**src/inc/npc_pkg.sv**
```systemverilog
package npc_pkg;

  // =====================================================
  // Commands
  localparam logic [7:0] CMD_READ_FIRST = 8'h00;
  localparam logic [7:0] CMD_READ_SECOND = 8'h01;
  localparam logic [7:0] CMD_READ_SPARE = 8'h50;
  localparam logic [7:0] CMD_PROG_SETUP = 8'h80;
  localparam logic [7:0] CMD_PROG_CONFIRM = 8'h10;
  localparam logic [7:0] CMD_ERASE_SETUP = 8'h60;
  localparam logic [7:0] CMD_ERASE_CONFIRM = 8'hD0;
  localparam logic [7:0] CMD_ERASE_SUSPEND = 8'hB0;
  localparam logic [7:0] CMD_ERASE_RESUME = 8'hD0;
  localparam logic [7:0] CMD_STATUS = 8'h70;
  localparam logic [7:0] CMD_READ_ID = 8'h90;
  localparam logic [7:0] CMD_RESET = 8'hFF;
  localparam logic [7:0] ID_ADDR = 8'h00;

  // =====================================================
  // Page geometry and status layout
  localparam logic [9:0] COL_MAIN_LAST = 10'h1FF;
  localparam logic [9:0] COL_SPARE_FIRST = 10'h200;
  localparam logic [9:0] COL_SPARE_LAST = 10'h20F;
  localparam logic [9:0] COL_HALF = 10'h100;
  localparam int STATUS_FAIL_BIT = 0;
  localparam int STATUS_SUSPEND_BIT = 5;
  localparam int STATUS_READY_BIT = 6;
  localparam int STATUS_WP_BIT = 7;
  localparam logic [7:0] STATUS_RESET = 8'hC0;
  localparam int MAX_PARTIAL_PROGRAMS = 10;

  // =====================================================
  // Timing, clock period 10 ns
  localparam int CLK_PERIOD_NS = 10;
  localparam int STROBE_LOW_NS = 40;
  localparam int STROBE_HIGH_NS = 20;
  localparam int WE_TO_RE_NS = 60;
  localparam int WE_TO_BUSY_NS = 100;
  localparam logic [3:0] LOW_CYC = 4'((STROBE_LOW_NS + CLK_PERIOD_NS - 1) / CLK_PERIOD_NS);
  localparam logic [3:0] HIGH_CYC = 4'((STROBE_HIGH_NS + CLK_PERIOD_NS - 1) / CLK_PERIOD_NS);
  localparam logic [3:0] WHR_CYC = 4'((WE_TO_RE_NS + CLK_PERIOD_NS - 1) / CLK_PERIOD_NS);
  localparam logic [3:0] WB_CYC = 4'((WE_TO_BUSY_NS + CLK_PERIOD_NS - 1) / CLK_PERIOD_NS);

  // =====================================================
  // Types
  typedef enum logic [3:0] {
    OP_READ_MAIN = 4'h0,
    OP_READ_SPARE = 4'h1,
    OP_PROGRAM = 4'h2,
    OP_ERASE = 4'h3,
    OP_STATUS = 4'h4,
    OP_READ_ID = 4'h5,
    OP_RESET = 4'h6,
    OP_SUSPEND = 4'h7,
    OP_RESUME = 4'h8
  } npc_op_t;

  typedef enum logic [2:0] {
    K_CMD = 3'h0,
    K_ADDR = 3'h1,
    K_WDATA = 3'h2,
    K_READ = 3'h3,
    K_WAIT = 3'h4
  } npc_kind_t;

endpackage

```
**src/verilog/npc_pin_cycle.sv**
```systemverilog
`timescale 1ns/1ps
module npc_pin_cycle
  import npc_pkg::*;
(
  // Clock and reset
  input wire logic clk,
  input wire logic rst_n,
  // Cycle request
  input wire logic cycStart,
  input npc_kind_t cycKind,
  input wire logic [7:0] cycByte,
  output logic cycDone,
  output logic [7:0] cycData,
  // Flash pins
  input wire logic [7:0] ioIn,
  output logic [7:0] ioOut,
  output logic ioOeN,
  output logic cmdLatch,
  output logic addrLatch,
  output logic writeStrobeN,
  output logic readStrobeN,
  input wire logic readyBusyN
);

  typedef enum logic [4:0] {
    E_IDLE = 5'b00001,
    E_SETUP = 5'b00010,
    E_LOW = 5'b00100,
    E_HIGH = 5'b01000,
    E_RB = 5'b10000
  } npc_eng_t;

  npc_eng_t state;
  npc_kind_t kind;
  logic [3:0] cnt;

  // =====================================================
  // Pin decode
  wire isRead = (kind == K_READ);
  wire isWait = (kind == K_WAIT);
  wire inStrobe = (state == E_LOW) || (state == E_HIGH);
  wire cntEnd = (cnt == 4'h1);

  assign writeStrobeN = !((state == E_LOW) && !isRead && !isWait);
  assign readStrobeN = !((state == E_LOW) && isRead);
  assign ioOeN = !(inStrobe && !isRead && !isWait);
  assign cmdLatch = inStrobe && (kind == K_CMD);
  assign addrLatch = inStrobe && (kind == K_ADDR);

  // =====================================================
  // Cycle sequencer
  always_ff @(posedge clk) begin
    if (!rst_n) begin
      state <= E_IDLE;
      kind <= K_CMD;
      cnt <= 4'h0;
      ioOut <= 8'h00;
      cycData <= 8'h00;
      cycDone <= 1'b0;
    end else begin
      cycDone <= 1'b0;
      case (state)
        E_IDLE: begin
          if (cycStart) begin
            kind <= cycKind;
            ioOut <= cycByte;
            if (cycKind == K_READ) begin
              state <= E_SETUP;
              cnt <= WHR_CYC;
            end else if (cycKind == K_WAIT) begin
              state <= E_SETUP;
              cnt <= WB_CYC;
            end else begin
              state <= E_LOW;
              cnt <= LOW_CYC;
            end
          end
        end
        E_SETUP: begin
          // Ready/busy only trusted after the busy delay has passed
          cnt <= cnt - 4'h1;
          if (cntEnd) begin
            state <= isWait ? E_RB : E_LOW;
            cnt <= LOW_CYC;
          end
        end
        E_LOW: begin
          cnt <= cnt - 4'h1;
          if (cntEnd) begin
            if (isRead) begin
              cycData <= ioIn;
            end
            state <= E_HIGH;
            cnt <= HIGH_CYC;
          end
        end
        E_HIGH: begin
          cnt <= cnt - 4'h1;
          if (cntEnd) begin
            state <= E_IDLE;
            cycDone <= 1'b1;
          end
        end
        E_RB: begin
          if (readyBusyN) begin
            state <= E_IDLE;
            cycDone <= 1'b1;
          end
        end
        default: state <= E_IDLE;
      endcase
    end
  end

endmodule

```
**src/verilog/npc_host.sv**
```systemverilog
`timescale 1ns/1ps
module npc_host
  import npc_pkg::*;
#(
  parameter int LEN_W = 10,
  parameter int MAX_PARTIAL = MAX_PARTIAL_PROGRAMS
)
(
  // Clock and reset
  input wire logic clk,
  input wire logic rst_n,
  // Operation request
  input wire logic opValid,
  output logic opReady,
  input npc_op_t opCode,
  input wire logic [21:0] opAddr,
  input wire logic [LEN_W-1:0] opLen,
  input wire logic spareEn,
  output logic opDone,
  output logic opRefused,
  output logic [7:0] opStatus,
  output logic opFail,
  // Write data
  input wire logic [7:0] wrData,
  input wire logic wrValid,
  output logic wrReady,
  // Read data
  output logic [7:0] rdData,
  output logic rdValid,
  // Flash pins
  input wire logic [7:0] ioIn,
  output logic [7:0] ioOut,
  output logic ioOeN,
  output logic cmdLatch,
  output logic addrLatch,
  output logic chipEnableN,
  output logic writeStrobeN,
  output logic readStrobeN,
  output logic spareEnableN,
  output logic writeProtectN,
  input wire logic readyBusyN
);

  typedef enum logic [9:0] {
    S_IDLE = 10'b0000000001,
    S_CMD = 10'b0000000010,
    S_ADDR = 10'b0000000100,
    S_WDATA = 10'b0000001000,
    S_CONF = 10'b0000010000,
    S_WAIT = 10'b0000100000,
    S_RDATA = 10'b0001000000,
    S_SCMD = 10'b0010000000,
    S_SREAD = 10'b0100000000,
    S_DONE = 10'b1000000000
  } npc_state_t;

  npc_state_t state;
  npc_op_t op;
  logic [21:0] addr;
  logic [LEN_W-1:0] len;
  logic [1:0] addrIdx;
  logic [9:0] col;
  logic pend;
  logic [12:0] progPage;
  logic [3:0] progCount;
  logic cycDone;
  logic [7:0] cycData;
  npc_kind_t cycKind;
  logic [7:0] cycByte;

  // =====================================================
  // Command and address selection
  function automatic logic [7:0] first_cmd(input npc_op_t o, input logic half);
    case (o)
      OP_READ_MAIN: first_cmd = half ? CMD_READ_SECOND : CMD_READ_FIRST;
      OP_READ_SPARE: first_cmd = CMD_READ_SPARE;
      OP_PROGRAM: first_cmd = CMD_PROG_SETUP;
      OP_ERASE: first_cmd = CMD_ERASE_SETUP;
      OP_STATUS: first_cmd = CMD_STATUS;
      OP_READ_ID: first_cmd = CMD_READ_ID;
      OP_SUSPEND: first_cmd = CMD_ERASE_SUSPEND;
      OP_RESUME: first_cmd = CMD_ERASE_RESUME;
      default: first_cmd = CMD_RESET;
    endcase
  endfunction

  wire isRead = (op == OP_READ_MAIN) || (op == OP_READ_SPARE);
  wire isSpare = (op == OP_READ_SPARE);
  wire [1:0] addrLast = (op == OP_READ_ID) ? 2'd0 : 2'd2;
  // Erase skips the column byte and sends only the two row bytes
  wire [1:0] addrStart = (op == OP_ERASE) ? 2'd1 : 2'd0;
  wire [7:0] colByte = isSpare ? {4'h0, addr[3:0]} : addr[7:0];
  wire [7:0] addrByte = (op == OP_READ_ID) ? ID_ADDR :
    (addrIdx == 2'd0) ? colByte :
    (addrIdx == 2'd1) ? addr[16:9] : {3'h0, addr[21:17]};
  wire [9:0] startCol = isSpare ? (COL_SPARE_FIRST | {6'h0, addr[3:0]}) :
    ({2'h0, addr[7:0]} | (addr[8] ? COL_HALF : 10'h000));
  // Registered spare enable, so a late change on the request port cannot move the page end
  wire [9:0] lastCol = (isSpare || !spareEnableN) ? COL_SPARE_LAST : COL_MAIN_LAST;
  // Next page restarts at the first half, or at the spare area
  wire [9:0] wrapCol = isSpare ? COL_SPARE_FIRST : 10'h000;
  wire samePage = (opAddr[21:9] == progPage);
  wire overLimit = (opCode == OP_PROGRAM) && samePage && (progCount == 4'(MAX_PARTIAL));
  wire issueState = (state == S_CMD) || (state == S_ADDR) || (state == S_CONF) ||
    (state == S_WAIT) || (state == S_RDATA) || (state == S_SCMD) || (state == S_SREAD) ||
    ((state == S_WDATA) && wrValid);
  wire cycStart = issueState && !pend;

  always_comb begin
    cycKind = K_CMD;
    cycByte = first_cmd(op, addr[8]);
    case (state)
      S_ADDR: begin
        cycKind = K_ADDR;
        cycByte = addrByte;
      end
      S_WDATA: begin
        cycKind = K_WDATA;
        cycByte = wrData;
      end
      S_CONF: cycByte = (op == OP_ERASE) ? CMD_ERASE_CONFIRM : CMD_PROG_CONFIRM;
      S_WAIT: cycKind = K_WAIT;
      S_SCMD: cycByte = CMD_STATUS;
      S_RDATA, S_SREAD: cycKind = K_READ;
      default: cycKind = K_CMD;
    endcase
  end

  assign opReady = (state == S_IDLE);
  assign wrReady = (state == S_WDATA) && !pend;
  assign writeProtectN = 1'b1;
  assign opFail = opStatus[STATUS_FAIL_BIT];

  // =====================================================
  // Operation sequencer
  // Operations run one at a time, but resume ends without waiting for ready, so the next op can reach a busy device
  always_ff @(posedge clk) begin
    if (!rst_n) begin
      state <= S_IDLE;
      op <= OP_READ_MAIN;
      addr <= 22'h0;
      len <= '0;
      addrIdx <= 2'd0;
      col <= 10'h000;
      pend <= 1'b0;
      chipEnableN <= 1'b1;
      spareEnableN <= 1'b1;
      opDone <= 1'b0;
      opRefused <= 1'b0;
      opStatus <= STATUS_RESET;
      rdData <= 8'h00;
      rdValid <= 1'b0;
      progPage <= 13'h0;
      progCount <= 4'h0;
    end else begin
      opDone <= 1'b0;
      opRefused <= 1'b0;
      rdValid <= 1'b0;
      if (cycStart) begin
        pend <= 1'b1;
      end else if (cycDone) begin
        pend <= 1'b0;
      end
      case (state)
        S_IDLE: begin
          if (opValid && overLimit) begin
            opRefused <= 1'b1;
          end else if (opValid) begin
            op <= opCode;
            addr <= opAddr;
            len <= opLen;
            chipEnableN <= 1'b0;
            spareEnableN <= !(spareEn || (opCode == OP_READ_SPARE));
            state <= S_CMD;
            if (opCode == OP_PROGRAM) begin
              progPage <= opAddr[21:9];
              progCount <= samePage ? progCount + 4'h1 : 4'h1;
            end else if ((opCode == OP_ERASE) && (opAddr[21:13] == progPage[12:4])) begin
              progCount <= 4'h0;
            end
          end
        end
        S_CMD: begin
          if (cycDone) begin
            addrIdx <= addrStart;
            col <= startCol;
            if (op == OP_STATUS) begin
              len <= LEN_W'(1);
              state <= S_RDATA;
            end else if ((op == OP_RESET) || (op == OP_SUSPEND)) begin
              state <= S_WAIT;
            end else if (op == OP_RESUME) begin
              state <= S_DONE;
            end else begin
              state <= S_ADDR;
            end
          end
        end
        S_ADDR: begin
          if (cycDone) begin
            addrIdx <= addrIdx + 2'd1;
            if (addrIdx == addrLast) begin
              if (op == OP_READ_ID) begin
                len <= LEN_W'(2);
                state <= S_RDATA;
              end else if (op == OP_ERASE) begin
                state <= S_CONF;
              end else if (op == OP_PROGRAM) begin
                // A confirm without loaded data would do nothing, so skip it
                state <= (len == '0) ? S_DONE : S_WDATA;
              end else begin
                state <= S_WAIT;
              end
            end
          end
        end
        S_WDATA: begin
          if (cycDone) begin
            len <= len - 1'b1;
            if (len == 10'd1) begin
              state <= S_CONF;
            end
          end
        end
        S_CONF: begin
          if (cycDone) begin
            state <= S_WAIT;
          end
        end
        S_WAIT: begin
          if (cycDone) begin
            if (isRead) begin
              state <= (len == '0) ? S_DONE : S_RDATA;
            end else if (op == OP_RESET) begin
              opStatus <= STATUS_RESET;
              state <= S_DONE;
            end else begin
              state <= S_SCMD;
            end
          end
        end
        S_RDATA: begin
          if (cycDone) begin
            rdData <= cycData;
            rdValid <= 1'b1;
            len <= len - 1'b1;
            col <= col + 10'h001;
            if (op == OP_STATUS) begin
              opStatus <= cycData;
            end
            if (len == 10'd1) begin
              state <= S_DONE;
            end else if (isRead && (col == lastCol)) begin
              col <= wrapCol;
              state <= S_WAIT;
            end
          end
        end
        S_SCMD: begin
          if (cycDone) begin
            state <= S_SREAD;
          end
        end
        S_SREAD: begin
          if (cycDone) begin
            opStatus <= cycData;
            state <= S_DONE;
          end
        end
        S_DONE: begin
          // Raising chip enable ends any sequential read in progress
          chipEnableN <= 1'b1;
          opDone <= 1'b1;
          state <= S_IDLE;
        end
        default: state <= S_IDLE;
      endcase
    end
  end

  // =====================================================
  // Pin cycle engine
  npc_pin_cycle u_cycle (
    .clk(clk),
    .rst_n(rst_n),
    .cycStart(cycStart),
    .cycKind(cycKind),
    .cycByte(cycByte),
    .cycDone(cycDone),
    .cycData(cycData),
    .ioIn(ioIn),
    .ioOut(ioOut),
    .ioOeN(ioOeN),
    .cmdLatch(cmdLatch),
    .addrLatch(addrLatch),
    .writeStrobeN(writeStrobeN),
    .readStrobeN(readStrobeN),
    .readyBusyN(readyBusyN)
  );

endmodule

```
**config.mk**
```make
export PLATFORM = sky130hd
export DESIGN_NAME = npc_host
export DESIGN_NICKNAME = d
export VERILOG_FILES = /design/src/inc/npc_pkg.sv /design/src/verilog/npc_pin_cycle.sv /design/src/verilog/npc_host.sv
export SDC_FILE = /design/constraint.sdc
export NUM_CORES = 1
export LEC_CHECK = 0
export ABC_AREA = 1
export BUFFER_PORTS_ARGS = -buffer_cell sky130_fd_sc_hd__buf_2
export CAP_MARGIN = 20
export CORE_UTILIZATION = 58
export CTS_CLUSTER_DIAMETER = 200
export DETAILED_ROUTE_END_ITERATION = 16
export GPL_TIMING_DRIVEN = 0
export MAX_ROUTING_LAYER = met4
export PLACE_DENSITY_LB_ADDON = 0.25
export SLEW_MARGIN = 20
export SYNTH_ARGS = -nofsm -noshare
export SYNTH_HDL_FRONTEND = slang
export SYNTH_SLANG_ARGS = --single-unit
```
**constraint.sdc**
```tcl
create_clock -name clk -period 2.2 [get_ports clk]
set_input_delay 0.44 -clock clk [delete_from_list [all_inputs] [get_ports clk]]
set_output_delay 0.44 -clock clk [all_outputs]
set_load 0.01 [all_outputs]
```
Word level (Yosys, flattened, before mapping)
Cells that the tools add are included.
- bits in registers: 126
- output and inout bits: 38
- word-level logic and storage cells: 250
- $add $sub $neg: 5
- eq/ne operators: 63
- mux-type cells: 93
- bitwise operators: 2
- reductions and logical operators: 65
- operator list (kind ; count):
    $mux 10 ; 39
    $pmux 10 s9 ; 1
    $mux 8 ; 11
    $pmux 8 s8 ; 1
    $pmux 10 s4 ; 1
    $ne 2x1->1 const B ; 18
    $mux 5 ; 7
    $mux 4 ; 8
    $pmux 8 s4 ; 1
    $pmux 5 s5 ; 1
    $pmux 8 s3 ; 1
    $eq 10x1->1 const B ; 2
    $pmux 10 s2 ; 1
    $eq 4x2->1 const B ; 4
    $eq 4x3->1 const B ; 4
    $pmux 4 s4 ; 1
    $logic_and 1x1->1 ; 15
    $reduce_and 3->1 ; 5
    $eq 13x13->1 ; 1
    $reduce_and 13->1 ; 1
    $eq 4x1->1 const B ; 3
    $logic_or 1x1->1 ; 12
    $pmux 3 s4 ; 1
    $mux 1 ; 11
    other kinds (50) ; 78

Longest topological paths before layout
Gate-level depths: netlist of the first run.
- word-level depth: 11
- depth in mapped cells: 14
- depth with buffers taken out: 14

Hierarchy
From an unflattened synthesis of the first run, not the netlist that was laid out.
- cell total of the unflattened synthesis: 1034
- area total of the unflattened synthesis: 7085.5 µm²
- by module, submodules not included (module ; instances ; cells an instance ; area each (µm²)):
    npc_host ; 1 ; 827 ; 5570.3
    npc_pin_cycle ; 1 ; 207 ; 1515.2

Least setup slack after synthesis of the first run
OpenSTA, ideal clock, no wires.
- path type: input -> register
- from: input port opAddr[19]
- to: register op[2]
- setup time: 0.123 ns
- data arrival time: 1.671 ns
- data required time: 2.077 ns
- slack: 0.407 ns
- stages: 9
- cell sequence: xor2_1 -> nor2_1 -> nand3_1 -> nor2_4 -> nand3_2 -> nand2_2 -> buf_2 -> buf_2 -> a21oi_1
- cells in the longest elaborated chain, start to end: 6
- ends and longest elaborated chain (what ; line ; source):
    start, declared ; npc_host.sv:16 ; input wire logic [21:0] opAddr,
    $eq 13x13->1 ; npc_host.sv:102 ; wire samePage = (opAddr[21:9] == progPage);
    $logic_and 1x1->1 (2 in series) ; npc_host.sv:103 ; wire overLimit = (opCode == OP_PROGRAM) && samePage && (progCount == 4'(MAX_PARTIAL));
    $logic_and 1x1->1 ; npc_host.sv:166 ; if (opValid && overLimit) begin
    $not 1->1 (no line) ; -- ;
    $reduce_and 3->1 (no line) ; -- ;
    end signal, assigned ; npc_host.sv:169 ; op <= opCode;
    end, declared ; npc_host.sv:58 ; npc_op_t op;
No other way between the ends.
A chain may end at the register's enable or synchronous reset.

Worst setup path in the final report of the first run
- from: register state[7]
- to: output port wrReady
- cells in the longest elaborated chain, start to end: 2
- ends and longest elaborated chain (what ; line ; source):
    start, declared ; npc_host.sv:57 ; npc_state_t state;
    start signal, assigned ; npc_host.sv:210 ; state <= (len == '0) ? S_DONE : S_WDATA;
    start signal, assigned ; npc_host.sv:233 ; state <= (len == '0) ? S_DONE : S_RDATA;
    $eq 10x4->1 ; npc_host.sv:130 ; assign wrReady = (state == S_WDATA) && !pend;
    $logic_and 1x1->1 ; npc_host.sv:130 ;
    end, declared ; npc_host.sv:26 ; output logic wrReady,
No other way between the ends.

==> results of run 1 <==
-- where the power goes --
| part | internal, mW | total (mW) | switching [mW] |
|---|---|---|---|
| registers | 2.70 | 3.01 | 0.308 |
| clock network | 1.45 | 2.59 | 1.14 |
| logic | 1.38 | 4.17 | 2.79 |
| total | 5.53 | 9.77 | 4.23 |
-- what timing repair did --
action                                  4_1_cts  5_1_grt
buffers inserted                              4        3
gates resized for setup                       8       21
endpoints found under the setup margin        2       55
pin swaps                                     3        3
-- kinds of logic (layout without fill, tap and decap cells) --
group / Yosys count / count (layout) / synth area share (%)
DFF: 126 / 126 / 35.91
other: 1 / 1 / 0.05339
buffers and inverters: 157 / 289 / 8.995
and+or+nand+nor: 490 / 490 / 32.21
xor gates and xnor gates: 29 / 29 / 3.616
AOI/OAI and AO/OA: 230 / 230 / 17.62
adders and majority gates: 9 / 9 / 1.603
-- per-stage QoR --
stage | utilization (%) | std cells
after floorplan | - | 1042
after global placement | 66.03 | 1278
after detailed placement | 66.03 | 1278
after CTS | 71.19 | 1314
after global routing | 71.99 | 1317
final | 71.99 | 1317
-- flip-flops by register name, indices dropped and copies added (netlist names), 10 cells and up --
| register | flops |
|---|---|
| addr | 22 |
| state | 10 |
| progPage | 13 |
| col | 10 |
| len | 10 |
-- cells in the final DEF (no fill, tap or decap), types with 7 or more instances in the layout --
cell type  instances
a21oi_1           86
buf_2             99
buf_4             12
clkbuf_1          14
clkbuf_16         17
dfxtp_1          124
ha_1               9
inv_1            112
inv_2             10
nand2_1          193
nand2_2           13
nand2_4            7
nand3_1           59
nand3_2            9
nand4_1           12
nor2_1           148
nor2_2            14
nor2_4            14
nor3_1             9
o211ai_1           7
o21ai_0          107
xnor2_1           13
xor2_1            16
-- routing by layer --
layer,vias up,track usage [%],routed length (um)
li1,3634,-,-
met1,3333,42.71,8623
met2,321,52.67,9246
met3,50,8.585,1931
met4,0,11.91,473
met5,-,-,0
-- tightest hold or removal path, delay by kind of cell --
family                 cells  cell delay [ps]
AO/OA/AOI/OAI              1               70
AND/OR/NAND/NOR            1               70
buffers and inverters      1               80
-- path summary, 6_finish.rpt --
| path | from | end | slack [ps] | depth (start not counted) |
|---|---|---|---|---|
| setup / recovery | state[7] | wrReady | 90 | 6 |
| hold / removal | opAddr[8] | addr[8] | 280 | 3 |
| setup reg to reg | state[7] | col[4] | 130 | 10 |
| hold reg to reg | addr[20] | addr[20] | 450 | 2 |
-- cell type report --
cell class / count / share of cell area [%]
Buffer: 30 / 1.826
Clock buffer: 18 / 5.133
Clock inverter: 14 / 1.332
Inverter: 127 / 5.807
Multi-Input combinational cell: 759 / 47.37
Sequential cell: 126 / 30.20
Tap cell: 143 / 2.140
Timing Repair Buffer: 100 / 6.196
==> flow_metrics.env, run 1 <==
export IMPL_outcome="complete, but fails checks"
export IMPL_violations="DRC"
export IMPL_p_leak_nw=3.861
export IMPL_grt_max_degree=17
export IMPL_crit_family="simple AND/OR/NAND/NOR gates"
export IMPL_dieArea_um2=12560
export IMPL_syn_num_nets=1109
export IMPL_overflow=0
export IMPL_nets=1228
export IMPL_synth_edf_count=0
export IMPL_fin_crit_ps=2114
export IMPL_area_growth_pct=19.02
export IMPL_cts_tree="built"
export IMPL_vias=7338
export IMPL_fillers=965
export IMPL_ir_drop_v=0.0006768
export IMPL_drtPass1Iterations=11
export IMPL_yosys_top_cells_count="nand2_1 (196), nor2_1 (151), dfxtp_1 (126)"
export IMPL_arrival_ps=1670
export IMPL_hold_viol=0
export IMPL_clock_path_buffers=2
export IMPL_synth_cell_area_um2=7024
export IMPL_criticalPathCategory="flip-flop to output port"
export IMPL_rows=39
export IMPL_clockRootBuffer="clkbuf_16"
export IMPL_synth_area_leaders="dfxtp_1 (36%), nand2_1 (10%), nor2_1 (8.1%)"
export IMPL_portBuffers=93
export IMPL_crit_path_start_kind="flip-flop"
export IMPL_htreeDepth=4
export IMPL_slowest_stage="dfxtp_1"
export IMPL_hpwl_um=14680
export IMPL_pin_count=96
export IMPL_crit_path_cell_trace="nor2_4, nand2_8, nor2_2, nand2_4, nor2_1, buf_2"
export IMPL_p_total_mw=9.766
export IMPL_seqCellArea_um2=2525
export IMPL_ant_nets=0
export IMPL_cp_max_fo=10
export IMPL_pre_cts_ws_ps=-38.60
export IMPL_design_area_um2=8361
export IMPL_cp_num_buf_inv=1
export IMPL_cellPowerDensity_nw_per_um2=1168
export IMPL_synth_top_area_cell="dfxtp_1"
export IMPL_final_setup_tns_ps=0
export IMPL_drtIter0Drc=653
export IMPL_via_per_inst=5.572
export IMPL_finClkSkew_ps=6.616
export IMPL_die_x_um=112.1
export IMPL_path_clk_slew_ps=60
export IMPL_final_period_utilization_pct=96.11
export IMPL_yosysMostFrequentCell="nand2_1"
export IMPL_grt_usage_pct=33.85
export IMPL_routabilityCongestion=1.003
export IMPL_numClockSinks=126
export IMPL_max_cap_violations=0
export IMPL_report_final_slew_viol_count=0
export IMPL_grt_pass1_wl_um=32250
export IMPL_start_util_pct=60.48
export IMPL_grt_antenna_before_repair=0
export IMPL_final_setup_viol_count=0
export IMPL_clk_latency_ps=430
export IMPL_core_um2=11610
export IMPL_multi_input_area_um2=3960
export IMPL_ys_warnings_count=0
export IMPL_worstMarginPinSlew_ps=827.8
export IMPL_synthArstFlopShare_pct=0
export IMPL_synth_top_area_share_pct=35.91
export IMPL_totalWireLength_um=20270
export IMPL_die_h_um=112.1
export IMPL_synth_cells=1042
export IMPL_synth_seq_cells=126
export IMPL_grt_pass1_vias=6678
export IMPL_fin_hold_ws_ps=280.4
export IMPL_fmax_mhz=472.9
export IMPL_drcViolationCount=2
export IMPL_timing_slew_headroom_pct=44.82
export IMPL_drive_gt1_share_pct=19.93
export IMPL_hold_path_class="input pin to flip-flop"
export IMPL_max_stage_delay_ps=380
export IMPL_yosysSeqAreaShare_pct=35.91
export IMPL_endpoint_kind="output port"
export IMPL_hold_buffers=0
export IMPL_syn_avg_cell_area_um2=6.741
export IMPL_numCtsBuffers=17
export IMPL_place_area_um2=7669
export IMPL_antennaDiodeCount=0
export IMPL_crit_required_ps=1760
export IMPL_yosysUniqueCellTypes=51
export IMPL_synthFlopType="dfxtp_1"
export IMPL_setup_ws_ps=85.60
export IMPL_routedWlPerCell_um=15.39
No activity file was read; power rests on OpenSTA's default activity.
==> run 2: changes to the inputs <==
CORE_UTILIZATION = 42   (was 58)
==> flow_metrics.env, run 2 (synthesis gave the netlist of run 1 again) <==
export IMPL_outcome="finished, final reports clean"
export IMPL_finClkSkew_ps=7.266
export IMPL_routabilityCongestion=0.9480
export IMPL_layout_commonest_cell="nand2_1"
export IMPL_fmax_mhz=472.4
export IMPL_p_leak_nw=3.890
export IMPL_worstMarginPinSlew_ps=821.1
export IMPL_switching_share_pct=41.78
export IMPL_largest_register="addr"
export IMPL_cp_max_fo=10
export IMPL_overflow=0
export IMPL_hold_buffers=0
export IMPL_clock_path_buffers=2
export IMPL_cellPowerDensity_nw_per_um2=1181
export IMPL_start_util_pct=43.59
export IMPL_p_seq_share_pct=29.7
export IMPL_met3_wirelength_um=1277
export IMPL_core_um2=16120
export IMPL_ir_drop_v=0.0006066
export IMPL_r2r_start="state[4]"
export IMPL_clk_latency_ps=430
export IMPL_p_switching_mw=4.210
export IMPL_clkPwrFrac_pct=29.2
export IMPL_portBuffers=93
export IMPL_cts_tree="built"
export IMPL_routedWlPerCell_um=15.04
export IMPL_nets=1227
export IMPL_cpMostUsedCell="nand2_1"
export IMPL_startpoint="state[4]"
export IMPL_fillers=1647
export IMPL_grt_max_degree=17
export IMPL_drtIter0Drc=562
export IMPL_grt_pass1_wl_um=33630
export IMPL_path_clk_slew_ps=60
export IMPL_ff2ff_setup_slack_ps=80
export IMPL_vias=7077
export IMPL_layout_common_cells="nand2_1 (193), nor2_1 (146), dfxtp_1 (122)"
export IMPL_report_final_slew_viol_count=0
export IMPL_crit_path_cell_trace="nor2_4, nand2_8, nor2_2, nand2_4, nand2_4, inv_2, nand2_1, o21ai_1, nand3_1, nor2_2, nand2_1, nand2_1, nand2_1"
export IMPL_max_cap_violations=0
export IMPL_totalWireLength_um=20910
export IMPL_endpoint_kind="flip-flop"
export IMPL_met1Wirelength_um=9567
export IMPL_fin_util_pct=52.94
export IMPL_arrival_ps=2410
export IMPL_drtPass1Iterations=8
export IMPL_regToRegEndpoint="state[0]"
export IMPL_drive_gt1_share_pct=20.20
export IMPL_fin_crit_ps=2117
export IMPL_hpwl_um=15770
export IMPL_final_setup_viol_count=0
export IMPL_clockRootBuffer="clkbuf_16"
export IMPL_grt_usage_pct=25.38
export IMPL_hold_viol=0
export IMPL_htreeDepth=4
export IMPL_largest_reg_flops=22
export IMPL_highest_layer="met4"
export IMPL_p_int_mw=5.868
export IMPL_numClockSinks=126
export IMPL_crit_cells=13
export IMPL_via_per_inst=5.091
export IMPL_area_growth_pct=21.46
export IMPL_max_stage_delay_ps=490
export IMPL_top_regs="addr x22, progPage x13"
export IMPL_p_total_mw=10.08
export IMPL_crit_path_start_kind="flip-flop"
export IMPL_grt_antenna_before_repair=1
export IMPL_worstSetupEndpoint="state[0]"
export IMPL_drcViolationCount=0
export IMPL_slowest_stage="dfxtp_1"
export IMPL_pin_count=96
export IMPL_timing_slew_headroom_pct=44.81
export IMPL_combPwrFrac_pct=41.2
export IMPL_final_period_utilization_pct=96.22
export IMPL_rr_worst_depth=13
export IMPL_grt_pass1_vias=6537
export IMPL_ant_nets=0
export IMPL_wl_met2_um=9712
export IMPL_crit_required_ps=2490
export IMPL_cp_num_buf_inv=1
export IMPL_numCtsBuffers=17
export IMPL_die_h_um=131.3
export IMPL_dieArea_um2=17240
export IMPL_die_x_um=131.3
export IMPL_criticalPathCategory="flip-flop to flip-flop"
export IMPL_rows=46
export IMPL_hold_path_class="input pin to flip-flop"
export IMPL_crit_family="simple AND/OR/NAND/NOR gates"
==> run 2: timing repair <==
| action | CTS | global route |
|---|---|---|
| setup buffers | 1 | 5 |
| gates resized for setup | 4 | 30 |
| setup endpoints to repair | 2 | 41 |
| pin swaps | 1 | 5 |
==> run 2: worst min-delay path by stage <==
stage,startpoint,to,cells after the start
final,ioIn[6],u_cycle.cycData[6],3
after global routing,opAddr[21],progPage[12],3
after CTS,ioIn[6],u_cycle.cycData[6],3
after detailed placement,addr[18],addr[18],2
after global placement,addr[17],addr[17],2
after floorplan,addr[17],addr[17],2
==> run 2: area by class of cell <==
type,instances,area (um2),area share [%]
plain buffers,30,151.4,1.774
clock inverters,15,187.7,2.200
inverters,127,490.5,5.749
diodes,1,2.502,0.02933
clock buffers,17,425.4,4.986
repair buffers,99,510.5,5.983
flip-flops and latches,126,2530,29.65
well taps,216,270.3,3.168
multi-input cells,759,3964,46.46
==> run 2: power groups by stage <==
stage,sequential [mW],combinational (mW),clock (mW)
2_1_floorplan,2.98,3.02,0
3_3_place_gp,3.01,3.95,0
3_5_place_dp,3.02,3.99,0
4_1_cts,2.98,4.01,2.97
5_1_grt,3.05,4.66,3.06
6_report,2.99,4.15,2.94
==> run 2: worst min-delay path: cells and delay by family <==
family / cells / cell delay [ps]
buffers and inverters: 1 / 70
AOI/OAI and AO/OA: 2 / 170
==> run 2: routing by layer <==
layer	GRT usage (%)	vias up
met5	-	-
met4	8.656	0
met3	4.398	27
met2	40.07	229
met1	32.73	3192
li1	-	3629
==> run 2: per-stage QoR <==
step	hold WS (ps)	area, um2	setup slack [ps]	instances	setup TNS (ps)
final	291.0	8532	83.17	1390	0
after global routing	305.2	8532	-2.193	1390	-2.335
after CTS	286.0	8397	18.43	1384	0
after detailed placement	440.7	7760	-9.566	1351	-13.72
after global placement	435.1	7760	-17.73	1351	-137.6
after floorplan	424.4	7024	406.7	1042	0
